===== src/hdl/scs_defs.vh =====
`ifndef SCS_DEFS_VH
`define SCS_DEFS_VH
// timing
`define SCS_CLK_PERIOD_NS 32'h00000008
`define SCS_CYCLES_PER_MS 17'h1E848
`define SCS_SYNC_TIMEOUT_DS 16'h0384
`define SCS_MS_NS 32'h000F4240
`define SCS_DAY_MS 32'sh05265C00
`define SCS_HALF_DAY_MS 32'sh02932E00
`define SCS_MIN_MS 32'h0000EA60
`define SCS_HALF_MIN_MS 32'h00007530
`define SCS_STEP_LIMIT_MS 32'sh00000FA0
`define SCS_HOUR_MS 32'sh0036EE80
`define SCS_ZONE_UNIT_MS 32'sh00008CA0
`define SCS_SYNC_TIMEOUT_MS 32'h00015F90
`define SCS_DECI_MS 7'h64
`define SCS_DECI_MS_W 32'h00000064
`define SCS_SLEW_DIV 4'hF
`define SCS_FILT_SHIFT 2
`define SCS_LEARN_MAX 16'hE000
`define SCS_PULSE_MIN_MS 32'h00000032
// time code
`define SCS_IRIG_LATE_MS 32'sh000003F0
`define SCS_IRIG_P_MIN_MS 4'h6
`define SCS_IRIG_ONE_MIN_MS 4'h3
`define SCS_IRIG_FRAME_END 7'h64
`define SCS_IRIG_LAST_BIT 7'h1A
`define SCS_IRIG_MARK_POS 4'h9
// register offsets
`define SCS_REG_CTRL 8'h00
`define SCS_REG_ZONE 8'h04
`define SCS_REG_OFFSET 8'h08
`define SCS_REG_AUTOADJ 8'h0C
`define SCS_REG_TIME 8'h10
`define SCS_REG_STATUS 8'h14
`define SCS_REG_RAWDEV 8'h18
`define SCS_REG_FILTDEV 8'h1C
`define SCS_REG_INT_STAT 8'h20
`define SCS_REG_INT_MASK 8'h24
// fields
`define SCS_CTRL_SEL_MSB 4
`define SCS_CTRL_SUMMER_BIT 8
`define SCS_CTRL_IRIG_BIT 9
`define SCS_CTRL_LEARN_BIT 10
`define SCS_AA_DIR_BIT 16
`define SCS_SEL_LAST 5'h18
`define SCS_INT_MODE_BIT 0
`define SCS_INT_SYNC_BIT 1
`define SCS_INT_STEP_BIT 2
// reset values
`define SCS_CTRL_RST 11'h000
`define SCS_ZONE_RST 12'h000
`define SCS_OFFSET_RST 16'h0000
`define SCS_AA_RST 16'h0000
// sync source codes
`define SCS_SRC_INT 2'h0
`define SCS_SRC_PULSE 2'h1
`define SCS_SRC_SNTP 2'h2
`define SCS_SRC_IRIG 2'h3
`endif


===== src/hdl/scs_irig_rx.v =====
`timescale 1ns/1ns
`include "scs_defs.vh"
module scs_irig_rx #(
   parameter [16:0] CYCLES_PER_MS = `SCS_CYCLES_PER_MS
) (
   // clock and reset
   input wire mclk_i,
   input wire reset_i,
   // synchronised time code level
   input wire level_i,
   // decoded frame
   output wire frame_valid_o,
   output wire [26:0] frame_ms_o
);
   reg [16:0] presc_q;
   reg [3:0] width_q;
   reg lvl_q;
   reg prev_p_q;
   reg [6:0] idx_q;
   reg [3:0] dec_q;
   reg [26:1] bits_q;
   reg valid_q;
   reg [26:0] ms_q;
   wire ms_tick = presc_q == CYCLES_PER_MS - 17'h00001;
   wire rise = level_i & ~lvl_q;
   wire fall = lvl_q & ~level_i;
   wire is_p = width_q >= `SCS_IRIG_P_MIN_MS;
   wire is_one = width_q >= `SCS_IRIG_ONE_MIN_MS;
   // bcd fields, units first, position markers skipped
   wire [3:0] sec_u = bits_q[4:1];
   wire [3:0] sec_t = {1'b0, bits_q[8:6]};
   wire [3:0] min_u = bits_q[13:10];
   wire [3:0] min_t = {1'b0, bits_q[17:15]};
   wire [3:0] hr_u = bits_q[23:20];
   wire [3:0] hr_t = {2'b00, bits_q[26:25]};
   wire [31:0] hr_w = {28'h0000000, hr_u} + {28'h0000000, hr_t} * 32'h0000000A;
   wire [31:0] min_w = {28'h0000000, min_u} + {28'h0000000, min_t} * 32'h0000000A;
   wire [31:0] sec_w = {28'h0000000, sec_u} + {28'h0000000, sec_t} * 32'h0000000A;
   wire [31:0] tot_w = ((hr_w * 32'h0000003C + min_w) * 32'h0000003C + sec_w) * 32'h000003E8;
   wire digits_ok = sec_u <= 4'h9 && sec_t <= 4'h5 && min_u <= 4'h9 && min_t <= 4'h5 &&
                    hr_u <= 4'h9 && hr_w <= 32'h00000017;
   assign frame_valid_o = valid_q;
   assign frame_ms_o = ms_q;
   always @(posedge mclk_i or posedge reset_i) begin
      if (reset_i) begin
         presc_q <= 17'h00000;
         width_q <= 4'h0;
         lvl_q <= 1'b0;
         prev_p_q <= 1'b0;
         idx_q <= 7'h00;
         dec_q <= 4'h0;
         bits_q <= 26'h0000000;
         valid_q <= 1'b0;
         ms_q <= 27'h0000000;
      end else begin
         lvl_q <= level_i;
         valid_q <= 1'b0;
         // prescaler restarts on each rising edge so widths are measured from the edge
         if (rise || ms_tick) begin
            presc_q <= 17'h00000;
         end else begin
            presc_q <= presc_q + 17'h00001;
         end
         if (rise) begin
            width_q <= 4'h0;
         end else if (level_i && ms_tick && width_q != 4'hF) begin
            width_q <= width_q + 4'h1;
         end
         if (fall) begin
            prev_p_q <= is_p;
            if (is_p && prev_p_q) begin
               // two markers in a row: reference, the previous frame is complete
               valid_q <= idx_q == `SCS_IRIG_FRAME_END && digits_ok;
               ms_q <= tot_w[26:0];
               idx_q <= 7'h01;
               dec_q <= 4'h1;
            end else if (idx_q != 7'h00) begin
               if (idx_q == `SCS_IRIG_FRAME_END || is_p != (dec_q == `SCS_IRIG_MARK_POS)) begin
                  idx_q <= 7'h00;
               end else begin
                  if (!is_p && idx_q <= `SCS_IRIG_LAST_BIT) begin
                     bits_q[idx_q] <= is_one;
                  end
                  idx_q <= idx_q + 7'h01;
                  dec_q <= (dec_q == `SCS_IRIG_MARK_POS) ? 4'h0 : dec_q + 4'h1;
               end
            end
         end
      end
   end
endmodule // scs_irig_rx


===== src/hdl/scs_sync_top.v =====
// Our own choices: the APB register port and the placing of the registers.
`timescale 1ns/1ns
`include "scs_defs.vh"
module scs_sync_top #(
   parameter [16:0] CYCLES_PER_MS = `SCS_CYCLES_PER_MS
) (
   // clock and reset
   input wire mclk_i,
   input wire reset_i,
   // apb slave
   input wire psel_i,
   input wire penable_i,
   input wire pwrite_i,
   input wire [7:0] paddr_i,
   input wire [31:0] pwdata_i,
   output wire [31:0] prdata_o,
   output wire pready_o,
   output wire pslverr_o,
   // pulse sync sources
   input wire [7:0] dig_in_i,
   input wire [7:0] virt_in_i,
   input wire [7:0] virt_out_i,
   // network time
   input wire sntp_valid_i,
   input wire [26:0] sntp_ms_i,
   // time code pin
   input wire irig_i,
   // time and status
   output wire [26:0] time_ms_o,
   output wire ext_sync_o,
   output wire [1:0] sync_source_o,
   output wire irq_o
);
   localparam [15:0] TIMEOUT_DS = `SCS_SYNC_TIMEOUT_DS;

   function [26:0] wrap_day;
      input signed [31:0] t;
      reg signed [31:0] d;
      begin
         d = t;
         if (d < 32'sh00000000) begin
            d = d + `SCS_DAY_MS;
         end else if (d >= `SCS_DAY_MS) begin
            d = d - `SCS_DAY_MS;
         end
         wrap_day = d[26:0];
      end
   endfunction

   function addr_hit;
      input [7:0] a;
      begin
         case (a)
            `SCS_REG_CTRL, `SCS_REG_ZONE, `SCS_REG_OFFSET, `SCS_REG_AUTOADJ,
            `SCS_REG_TIME, `SCS_REG_STATUS, `SCS_REG_RAWDEV, `SCS_REG_FILTDEV,
            `SCS_REG_INT_STAT, `SCS_REG_INT_MASK: addr_hit = 1'b1;
            default: addr_hit = 1'b0;
         endcase
      end
   endfunction

   function sel_bit;
      input [4:0] s;
      input [23:0] v;
      begin
         if (s == 5'h00 || s > `SCS_SEL_LAST) begin
            sel_bit = 1'b0;
         end else begin
            sel_bit = v[s - 5'h01];
         end
      end
   endfunction

   reg [7:0] di_m_q;
   reg [7:0] di_s_q;
   reg irig_m_q;
   reg irig_s_q;
   reg pulse_prev_q;
   reg [10:0] ctrl_q;
   reg [11:0] zone_q;
   reg [15:0] offs_q;
   reg [15:0] aa_int_q;
   reg aa_dir_q;
   reg [15:0] aa_cnt_q;
   reg [26:0] time_q;
   reg [16:0] presc_q;
   reg [6:0] deci_cnt_q;
   reg [3:0] slew_cnt_q;
   reg signed [31:0] slew_q;
   reg signed [31:0] raw_q;
   reg signed [31:0] filt_q;
   reg [15:0] since_q;
   reg ext_q;
   reg [1:0] src_q;
   reg [2:0] stat_q;
   reg [2:0] mask_q;
   reg [31:0] prdata_q;

   wire irig_ev;
   wire [26:0] irig_ms;

   scs_irig_rx #(
      .CYCLES_PER_MS(CYCLES_PER_MS)
   ) u_irig (
      .mclk_i(mclk_i),
      .reset_i(reset_i),
      .level_i(irig_s_q),
      .frame_valid_o(irig_ev),
      .frame_ms_o(irig_ms)
   );

   wire ms_tick = presc_q == CYCLES_PER_MS - 17'h00001;
   wire deci_tick = ms_tick && deci_cnt_q == `SCS_DECI_MS - 7'h01;
   wire apb_wr = psel_i & penable_i & pwrite_i & addr_hit(paddr_i);
   // virtual signals are on this clock already; only the pins are synchronised
   wire pulse_now = sel_bit(ctrl_q[`SCS_CTRL_SEL_MSB:0], {virt_out_i, virt_in_i, di_s_q});
   // polarity and filter delay are set outside so this edge is the leading one
   wire pulse_ev = pulse_now & ~pulse_prev_q;
   wire irig_use = irig_ev & ctrl_q[`SCS_CTRL_IRIG_BIT];
   wire sync_ev = pulse_ev | irig_use | sntp_valid_i;
   wire timeout = since_q >= TIMEOUT_DS;
   wire signed [31:0] zone_ms = $signed({{20{zone_q[11]}}, zone_q}) * `SCS_ZONE_UNIT_MS;
   wire signed [31:0] offs_ms = $signed({{16{offs_q[15]}}, offs_q});
   wire aa_ev = deci_tick && aa_int_q != 16'h0000 && aa_cnt_q >= aa_int_q - 16'h0001;
   wire slew_go = ms_tick && slew_cnt_q == `SCS_SLEW_DIV && slew_q != 32'sh00000000;
   wire wr_time = apb_wr && paddr_i == `SCS_REG_TIME && pwdata_i < `SCS_DAY_MS;
   wire wr_aa = apb_wr && paddr_i == `SCS_REG_AUTOADJ;

   reg [31:0] rem_w;
   reg signed [31:0] base_s;
   reg signed [31:0] src_s;
   reg signed [31:0] dev_s;
   reg signed [31:0] mag_s;
   reg signed [31:0] filt_s;
   reg signed [31:0] slew_n;
   reg [1:0] kind;
   reg [1:0] inc;
   reg big;
   reg [31:0] rd_d;

   always @* begin
      rem_w = {5'h00, time_q} % `SCS_MIN_MS;
      if (pulse_ev) begin
         kind = `SCS_SRC_PULSE;
         base_s = {5'h00, time_q} - rem_w;
         if (rem_w >= `SCS_HALF_MIN_MS) begin
            base_s = base_s + `SCS_MIN_MS;
         end
      end else if (irig_use) begin
         kind = `SCS_SRC_IRIG;
         // frame time is reported one frame plus a marker after its on-time edge
         base_s = {5'h00, irig_ms} + `SCS_IRIG_LATE_MS;
      end else begin
         kind = `SCS_SRC_SNTP;
         base_s = {5'h00, sntp_ms_i} + zone_ms;
         if (ctrl_q[`SCS_CTRL_SUMMER_BIT]) begin
            base_s = base_s + `SCS_HOUR_MS;
         end
      end
      src_s = {5'h00, wrap_day(base_s + offs_ms)};
      dev_s = src_s - {5'h00, time_q};
      if (dev_s > `SCS_HALF_DAY_MS) begin
         dev_s = dev_s - `SCS_DAY_MS;
      end else if (dev_s < -`SCS_HALF_DAY_MS) begin
         dev_s = dev_s + `SCS_DAY_MS;
      end
      mag_s = (dev_s < 32'sh00000000) ? -dev_s : dev_s;
      big = mag_s >= `SCS_STEP_LIMIT_MS;
      // first message after internal mode has no history to filter against
      filt_s = ext_q ? filt_q + ((dev_s - filt_q) >>> `SCS_FILT_SHIFT) : dev_s;
      inc = 2'h1;
      slew_n = slew_q;
      if (slew_go) begin
         if (slew_q > 32'sh00000000) begin
            inc = 2'h2;
            slew_n = slew_n - 32'sh00000001;
         end else begin
            inc = 2'h0;
            slew_n = slew_n + 32'sh00000001;
         end
      end
      if (aa_ev) begin
         slew_n = aa_dir_q ? slew_n - 32'sh00000001 : slew_n + 32'sh00000001;
      end
   end

   always @* begin
      rd_d = 32'h00000000;
      case (paddr_i)
         `SCS_REG_CTRL: rd_d = {21'h000000, ctrl_q};
         `SCS_REG_ZONE: rd_d = {20'h00000, zone_q};
         `SCS_REG_OFFSET: rd_d = {16'h0000, offs_q};
         `SCS_REG_AUTOADJ: rd_d = {15'h0000, aa_dir_q, aa_int_q};
         `SCS_REG_TIME: rd_d = {5'h00, time_q};
         `SCS_REG_STATUS: rd_d = {29'h00000000, ext_q, src_q};
         `SCS_REG_RAWDEV: rd_d = raw_q;
         `SCS_REG_FILTDEV: rd_d = filt_q;
         `SCS_REG_INT_STAT: rd_d = {29'h00000000, stat_q};
         `SCS_REG_INT_MASK: rd_d = {29'h00000000, mask_q};
         default: rd_d = 32'h00000000;
      endcase
   end

   wire mode_chg = (sync_ev & ~ext_q) | (~sync_ev & ext_q & timeout);
   wire step_ev = sync_ev & big & ~wr_time;
   wire [2:0] ev = {step_ev, sync_ev, mode_chg};
   wire [2:0] clr = (apb_wr && paddr_i == `SCS_REG_INT_STAT) ? pwdata_i[2:0] : 3'h0;

   always @(posedge mclk_i or posedge reset_i) begin
      if (reset_i) begin
         di_m_q <= 8'h00;
         di_s_q <= 8'h00;
         irig_m_q <= 1'b0;
         irig_s_q <= 1'b0;
         pulse_prev_q <= 1'b0;
         ctrl_q <= `SCS_CTRL_RST;
         zone_q <= `SCS_ZONE_RST;
         offs_q <= `SCS_OFFSET_RST;
         aa_int_q <= `SCS_AA_RST;
         aa_dir_q <= 1'b0;
         aa_cnt_q <= 16'h0000;
         time_q <= 27'h0000000;
         presc_q <= 17'h00000;
         deci_cnt_q <= 7'h00;
         slew_cnt_q <= 4'h0;
         slew_q <= 32'sh00000000;
         raw_q <= 32'sh00000000;
         filt_q <= 32'sh00000000;
         since_q <= 16'h0000;
         ext_q <= 1'b0;
         src_q <= `SCS_SRC_INT;
         stat_q <= 3'h0;
         mask_q <= 3'h0;
         prdata_q <= 32'h00000000;
      end else begin
         di_m_q <= dig_in_i;
         di_s_q <= di_m_q;
         irig_m_q <= irig_i;
         irig_s_q <= irig_m_q;
         pulse_prev_q <= pulse_now;
         presc_q <= ms_tick ? 17'h00000 : presc_q + 17'h00001;
         if (ms_tick) begin
            deci_cnt_q <= deci_tick ? 7'h00 : deci_cnt_q + 7'h01;
            slew_cnt_q <= slew_cnt_q + 4'h1;
         end
         if (apb_wr && paddr_i == `SCS_REG_CTRL) begin
            ctrl_q <= pwdata_i[10:0];
         end
         if (apb_wr && paddr_i == `SCS_REG_ZONE) begin
            zone_q <= pwdata_i[11:0];
         end
         if (apb_wr && paddr_i == `SCS_REG_OFFSET) begin
            offs_q <= pwdata_i[15:0];
         end
         if (apb_wr && paddr_i == `SCS_REG_INT_MASK) begin
            mask_q <= pwdata_i[2:0];
         end
         if (deci_tick) begin
            aa_cnt_q <= aa_ev ? 16'h0000 : aa_cnt_q + 16'h0001;
         end
         if (sync_ev) begin
            since_q <= 16'h0000;
         end else if (deci_tick && since_q != 16'hFFFF) begin
            since_q <= since_q + 16'h0001;
         end
         if (sync_ev) begin
            ext_q <= 1'b1;
            src_q <= kind;
         end else if (timeout) begin
            ext_q <= 1'b0;
            src_q <= `SCS_SRC_INT;
         end
         // time counter: a software set wins, then a large step, else gentle slewing
         if (wr_time) begin
            time_q <= pwdata_i[26:0];
            slew_q <= 32'sh00000000;
         end else if (sync_ev && big) begin
            time_q <= src_s[26:0];
            slew_q <= 32'sh00000000;
         end else begin
            if (ms_tick) begin
               time_q <= wrap_day({5'h00, time_q} + {30'h00000000, inc});
            end
            slew_q <= sync_ev ? filt_s : slew_n;
         end
         if (sync_ev) begin
            raw_q <= dev_s;
            filt_q <= big ? dev_s : filt_s;
         end
         // learning: shorten the interval while the error keeps its sign, stretch it when it flips
         if (wr_aa) begin
            aa_int_q <= pwdata_i[15:0];
            aa_dir_q <= pwdata_i[`SCS_AA_DIR_BIT];
         end else if (sync_ev && !big && ext_q && ctrl_q[`SCS_CTRL_LEARN_BIT] &&
                      dev_s != 32'sh00000000) begin
            if (aa_int_q == 16'h0000) begin
               aa_dir_q <= dev_s < 32'sh00000000;
               aa_int_q <= (since_q == 16'h0000) ? 16'h0001 : since_q;
            end else if (aa_dir_q != (dev_s < 32'sh00000000)) begin
               aa_int_q <= (aa_int_q >= `SCS_LEARN_MAX) ? 16'h0000 :
                           aa_int_q + (aa_int_q >> 3) + 16'h0001;
            end else begin
               aa_int_q <= aa_int_q - (aa_int_q >> 3);
            end
         end
         stat_q <= (stat_q & ~clr) | ev;
         if (psel_i && !penable_i) begin
            prdata_q <= rd_d;
         end
      end
   end

   assign prdata_o = prdata_q;
   assign pready_o = 1'b1;
   assign pslverr_o = psel_i & penable_i & ~addr_hit(paddr_i);
   assign time_ms_o = time_q;
   assign ext_sync_o = ext_q;
   assign sync_source_o = src_q;
   assign irq_o = |(stat_q & mask_q);
endmodule // scs_sync_top


===== config.mk =====
export PLATFORM = sky130hd
export DESIGN_NAME = scs_sync_top
export DESIGN_NICKNAME = d
export VERILOG_FILES = /design/src/hdl/scs_irig_rx.v /design/src/hdl/scs_sync_top.v
export VERILOG_INCLUDE_DIRS = /design/src /design/src/hdl
export SDC_FILE = /design/constraint.sdc
export NUM_CORES = 2
export LEC_CHECK = 0
export BUFFER_PORTS_ARGS = -buffer_cell sky130_fd_sc_hd__buf_2
export CELL_PAD_IN_SITES_DETAIL_PLACEMENT = 0
export CELL_PAD_IN_SITES_GLOBAL_PLACEMENT = 1
export CORE_MARGIN = 1
export CORE_UTILIZATION = 45
export DETAILED_ROUTE_END_ITERATION = 8
export PLACE_DENSITY_LB_ADDON = 0.1
export SYNTH_ARGS = -nofsm -noshare
export SYNTH_HDL_FRONTEND = slang
export SYNTH_HIERARCHICAL = 1
export SYNTH_SLANG_ARGS = --single-unit

===== constraint.sdc =====
create_clock -name mclk_i -period 65.7 [get_ports mclk_i]
set_input_delay 3.285 -clock mclk_i [delete_from_list [all_inputs] [get_ports mclk_i]]
set_output_delay 3.285 -clock mclk_i [all_outputs]
set_load 0.005 [all_outputs]

## Yosys cells after proc, flatten, opt, wreduce, memory -nomap -nowiden

Cells that the tools add are included.

| word-level totals | value |
|---|---|
| flip-flop bits (word level) | 384 |
| latch bits | 0 |
| RAM bits | 0 |
| bits in read-only memories | 0 |
| input port bits | 98 |
| output and inout bits | 65 |
| logic and storage cells | 282 |
| memories kept | 0 |

| cells by class | value |
|---|---|
| add/sub/neg operators | 40 |
| $mul | 7 |
| divide/modulo/power cells | 1 |
| order comparisons | 27 |
| eq/ne operators | 20 |
| shifts and indexed selects | 0 |
| mux-type cells | 66 |
| bitwise gates (word level) | 29 |
| reduce and logical (&&, ||, !) cells | 59 |

Operators by type and width:

| kind | number |
|---|---|
| $mux 32 | 16 |
| $pmux 32 s10 | 1 |
| $mux 27 | 7 |
| $mux 16 | 9 |
| $add 32x2->32 const B | 2 |
| $add 32x32->32 | 2 |
| $lt 32x1->1 const B | 2 |
| $mul 32x4->30 const B | 2 |
| $reduce_bool 32->1 | 2 |
| $sub 32x2->32 const B | 2 |
| $add 27x27->27 const B | 2 |
| $sub 27x27->27 const B | 2 |
| $add 16x1->16 const B | 3 |
| $add 17x1->17 const B | 2 |
| $eq 17x17->1 const B | 2 |
| $mux 17 | 2 |
| $add 32x16->32 | 1 |
| $add 32x16->32 const B | 1 |
| $add 32x30->32 | 1 |
| $eq 8x5->1 const B | 4 |
| $ge 32x13->1 const B | 1 |
| $ge 32x15->1 const B | 1 |
| $ge 32x28->1 const B | 1 |
| $gt 32x1->1 const B | 1 |
| 78 further kinds | 180 |

## Depth between registers and ports, before layout

| depth | value |
|---|---|
| depth in word-level cells | 24 |
| depth in mapped cells | 154 |
| depth with buffers taken out | 139 |

## Hierarchy

Netlist, hierarchy kept.

By module, submodules not included:

| module | instances | cells each | area an instance (um2) | seq. area each (um2) |
|---|---|---|---|---|
| scs_sync_top | 1 | 5347 | 40426.3 | 7407.1 |
| scs_irig_rx | 1 | 1067 | 9954.5 | 1976.9 |

## Least setup slack after synthesis

Ideal clock, no wire load.

| path | value |
|---|---|
| path kind | register -> register |
| start point | register time_q[17] (netlist: time_ms_o[17]) |
| end point | register slew_q[31] |
| library setup time | 0.132 ns |
| data arrival time | 29.005 ns |
| required time | 65.568 ns |
| slack | 36.563 ns |
| stages on the path, launching flop included | 145 |
| buffers on the path | 11 |
| period minus slack after synthesis | 29.137 ns |
| path through | dfrtp_1 > buf_2 > a211o_1 > a31oi_1 > nor2_1 > a2111oi_4 > a211oi_1 > o32ai_4 > a221oi_1 > or4_1 > o211a_1 > o21ai_2 > buf_4 > mux2i_1 > clkbuf_1 > a21o_1 > nand2_1 > o311a_1 > (+109 left out) > o21a_1 > o21a_1 > o21a_1 > o21a_1 > nor2_1 > ha_1 > a21oi_1 > o21ai_0 > a21o_1 > a21oi_1 > o21bai_1 > a21oi_1 > xnor2_1 > nand2_1 > xnor2_1 > nor3_1 > a21oi_1 > nor2_1 |

| between the ends | value |
|---|---|
| longest elaborated chain between the ends | 19 |
| elaborated cells between the ends (all ways) | 31 |
| classes of those cells | add/sub: 11; div: 1; order compare: 7; mux: 11; reduce/logical: 1 |

Ends and longest elaborated chain:

| element | line | text |
|---|---|---|
| start: declaration | scs_sync_top.v:85 | `reg [26:0] time_q;` |
| start signal: assignment | scs_sync_top.v:275 | `time_q <= pwdata_i[26:0];` |
| start signal: assignment | scs_sync_top.v:278 | `time_q <= src_s[26:0];` |
| start signal: assignment | scs_sync_top.v:282 | `time_q <= wrap_day({5'h00, time_q} + {30'h00000000, inc});` |
| $mod 27x16->32 (no source line) | n/a |  |
| $sub 27x32->32 | scs_sync_top.v:145 | `base_s = {5'h00, time_q} - rem_w;` |
| $add 32x16->32 (no source line) | n/a |  |
| $mux 32 | scs_sync_top.v:146 | `` if (rem_w >= `SCS_HALF_MIN_MS) begin `` |
| $mux 32 | scs_sync_top.v:143 | `if (pulse_ev) begin` |
| $add 32x16->32 | scs_sync_top.v:160 | `src_s = {5'h00, wrap_day(base_s + offs_ms)};` |
| $sub 27x27->27 (no source line) / $ge 32x28->1 (equally long branches) | n/a |  |
| $mux 27 | scs_sync_top.v:43 | `` end else if (d >= `SCS_DAY_MS) begin `` |
| (+4 left out) | n/a |  |
| $mux 32 (*) | scs_sync_top.v:162 | `` if (dev_s > `SCS_HALF_DAY_MS) begin `` |
| named net dev_s[10] | scs_sync_top.v:132 | `reg signed [31:0] dev_s;` |
| $sub 32x32->32 (tied with other cells) | scs_sync_top.v:170 | `` filt_s = ext_q ? filt_q + ((dev_s - filt_q) >>> `SCS_FILT_SHIFT) : dev_s; `` |
| $add 32x30->32 / $mux 32 (equally long branches) | scs_sync_top.v:170, scs_sync_top.v:167 |  |
| $mux 32 / $ge 32x13->1 (equally long branches) | n/a |  |
| $mux 32 / $logic_and 1x1->1 (equally long branches) | scs_sync_top.v:284, scs_sync_top.v:277 |  |
| $mux 32 (*) | scs_sync_top.v:277 | `end else if (sync_ev && big) begin` |
| $mux 32 (*) | scs_sync_top.v:274 | `if (wr_time) begin` |
| end signal: assignment | scs_sync_top.v:284 | `slew_q <= sync_ev ? filt_s : slew_n;` |
| end: declaration | scs_sync_top.v:89 | `reg signed [31:0] slew_q;` |

The timed path passes the listed nets; every way through them passes the cells marked *.
A chain may end at the register's enable or synchronous reset.

## Final worst setup path

| path | value |
|---|---|
| start point | register time_q[24] (netlist: time_ms_o[24]) |
| end point | register slew_q[31] |

The elaborated chain is that of the path after synthesis.

==> flow_summary.json <==
{
  "drt_first_pass_iters": 8,
  "port_buffers": 161,
  "cp_max_fo": 19,
  "r2r_start": "time_ms_o[24]",
  "antenna_found_initial": 5,
  "wl_met1_mm": 81.01,
  "start_util_pct": 45.46,
  "wl_per_cell_um": 20.82,
  "synth_cell_types": 146,
  "dp_hpwl_mm": 130.5,
  "die_x_um": 336.6,
  "skew_ps": 85.67,
  "synth_async_sr_flop_share_pct": 100.0,
  "netlist_instances": 6414,
  "worst_setup_path_end_kind": "flip-flop",
  "cp_slowest_cell": "mux2i_1",
  "wl_met3_mm": 9.972,
  "ios": 163,
  "reg2reg_depth": 136,
  "synth_edf_count": 0,
  "syn_area_per_cell_um2": 7.855,
  "rsz0062_at_grt": "false",
  "grt_max_degree": 103,
  "status": "complete, no violations",
  "wl_met2_mm": 72.57,
  "gp_congestion": 0.9578,
  "clock_latency_ps": 670,
  "area_growth_pct": 8.151,
  "detail-route-antenna-nets": 0,
  "fill_cells": 11160,
  "netlist_area_um2": 50380,
  "max_clock_freq_mhz": 28.64,
  "regToRegEndpoint": "slew_q[31]",
  "slew_violations": 0,
  "setup_viol": 0,
  "dieArea_um2": 113300,
  "hp-class": "reg -> reg",
  "critPathLaunch": "time_ms_o[24]",
  "ys_ff_latch": 375,
  "hold_buffers": 0,
  "htree_levels": 2,
  "fin_crit_sh_pct": 53.14,
  "highest-signal-layer": "met4",
  "drv_cap": 0,
  "postCtsSetupBuffers": 0,
  "grt_overflow": 0,
  "fin_crit_ps": 34910,
  "yosysWarnings": 6,
  "cp.required_ps": 66210,
  "ys.flop_type": "dfrtp_1",
  "cts_tree": "yes",
  "r2r_setup_slack_ps": 30790,
  "drive_above_1_share_pct": 8.820,
  "drt_iter0_markers": 3753,
  "slowest_delay_ps": 900,
  "numCtsBuffers": 48,
  "grt_pass1_vias": 44560,
  "cts_sinks": 375,
  "ys_seq_area_share_pct": 18.63,
  "wirelength_mm": 166.5,
  "cts_max_path_buffers": 3,
  "route.detailed.drc": 0,
  "grt_usage_pct": 28.99,
  "grt_pass1_wl_mm": 260.4,
  "path_clk_slew_ps": 60,
  "core_area_um2": 110800,
  "cts_root_buf": "clkbuf_16",
  "startpoint_type": "flip-flop",
  "tightestPinTransition_ps": 1183,
  "routed_via_density": 5.908,
  "worstPathArrival_ps": 35420,
  "worst_path_most_repeated_cell": "o21a_1",
  "nNetsFinal": 7180,
  "fp.dieH_um": 336.6,
  "rows": 122,
  "via_count": 47240,
  "crit_type": "reg -> reg",
  "hold_viol_final": 0,
  "critPathCapture": "slew_q[31]",
  "post_cts_resized": 0,
  "setup_tns_ps": 0,
  "slew-limit-headroom_pct": 20.71
}
[worst min path at each step]
stage / start / to / slack [ps] / cells after the start
2_1_floorplan: di_m_q[0] / di_s_q[0] / 330 / 0
3_3_place_gp: di_m_q[5] / di_s_q[5] / 330 / 0
3_5_place_dp: di_m_q[0] / di_s_q[0] / 330 / 0
4_1_cts: di_m_q[3] / di_s_q[3] / 350 / 0
5_1_grt: di_m_q[0] / di_s_q[0] / 360 / 0
6_report: di_m_q[3] / di_s_q[3] / 350 / 0
[cell usage after synthesis (15+ instances only)]
library cell / n / area (um2)
fa_1: 129 / 2582
nand4_1: 53 / 331.6
nand2b_1: 57 / 356.6
a311oi_1: 17 / 148.9
o31ai_1: 48 / 360.4
or3_1: 46 / 287.8
a211o_1: 15 / 131.4
a31oi_1: 39 / 244.0
inv_1: 504 / 1892
nand2_1: 597 / 2241
o21bai_1: 115 / 863.3
mux2i_1: 101 / 1011
and3_1: 64 / 400.4
nand3_1: 168 / 840.8
a221oi_1: 33 / 289.0
a21boi_0: 20 / 150.1
or2_2: 22 / 137.6
nor2b_1: 52 / 325.3
nand3b_1: 15 / 112.6
a22oi_1: 27 / 202.7
clkbuf_1: 199 / 747.0
o21a_1: 81 / 608.1
ha_1: 484 / 6056
xnor2_1: 404 / 3538
o22ai_1: 34 / 212.7
o211ai_1: 76 / 570.6
xor2_1: 169 / 1480
a21oi_1: 490 / 2452
a21o_1: 138 / 1036
dfrtp_1: 375 / 9384
and2_1: 47 / 294.0
o21ai_0: 396 / 1982
or4_1: 15 / 112.6
nor3_1: 163 / 815.8
and4_1: 15 / 131.4
nor4_1: 48 / 300.3
nor2_1: 581 / 2181
mux2_2: 77 / 867.1
buf_2: 21 / 105.1
a211oi_1: 82 / 615.6
[final cells by class]
cell class	count	area, um2	share of cell area (%)
Sequential cell	375	9384	17.22
Timing Repair Buffer	233	1349	2.475
Antenna cell	1	2.502	0.004593
Clock buffer	62	1364	2.503
Multi-Input combinational cell	5294	38230	70.15
Tap cell	1488	1862	3.417
Inverter	517	1949	3.578
Clock inverter	27	351.6	0.6453
[kinds of logic after synthesis]
group	share of synthesized area, %
buffers and inverters	5.864
AND/OR/NAND/NOR	19.22
multiplexers	4.113
adder cells (fa/ha/maj)	17.32
XOR/XNOR	10.26
flip-flops	18.63
other	0.01491
AO/OA/AOI/OAI	24.58
[per-stage QoR]
stage | std cells | hold WS (ps) | area (um2) | worst slack, ps | utilization (%)
after floorplan | 6432 | 331.2 | 50450 | 36560 | -
after global placement | 7907 | 332.2 | 52770 | 32090 | 47.62
after detailed placement | 7907 | 334.7 | 52770 | 31500 | 47.62
after CTS | 7996 | 347.5 | 54480 | 31230 | 49.16
after global routing | 7996 | 355.6 | 54480 | 27930 | 49.16
final | 7997 | 346.0 | 54490 | 30790 | 49.17
[layer usage]
| metal | global-route usage (%) | vias up |
|---|---|---|
| li1 | - | 22970 |
| met1 | 42.99 | 22790 |
| met2 | 44.76 | 1318 |
| met3 | 3.600 | 174 |
| met4 | 5.909 | 0 |
| met5 | 0 | - |
[registers in the layout, summed over array words and instances (netlist names), 12 cells and up]
signal	flops
filt_q	32
prdata_o	32
slew_q	32
raw_q	29
time_ms_o	27
u_irig/frame_ms_o	24
u_irig/bits_q	20
presc_q	17
u_irig/presc_q	17
aa_cnt_q	16
aa_int_q	16
offs_q	16
since_q	16
zone_q	12
[critical path: cells and delay by family (launching register included)]
| kind | cells | cell delay, ps |
|---|---|---|
| xor gates and xnor gates | 10 | 2570 |
| DFF | 1 | 810 |
| muxes | 4 | 2120 |
| and+or+nand+nor | 25 | 6630 |
| AOI/OAI and AO/OA | 89 | 20560 |
| adders and majority gates | 5 | 1580 |
| buffers and inverters | 3 | 450 |
[cells in the final DEF, fill, tap and decap left out, types with 115 or more instances in the layout]
master,count
buf_2,160
a21o_1,138
nor3_1,156
dfrtp_1,375
o21bai_1,115
xor2_1,168
fa_1,129
nand2_1,597
nand3_1,165
inv_1,502
ha_1,484
nor2_1,577
o21ai_0,395
xnor2_1,404
a21oi_1,490
Power is not shown: default switching activity piles up to over one toggle a cycle in this logic, so the estimate is an artifact.
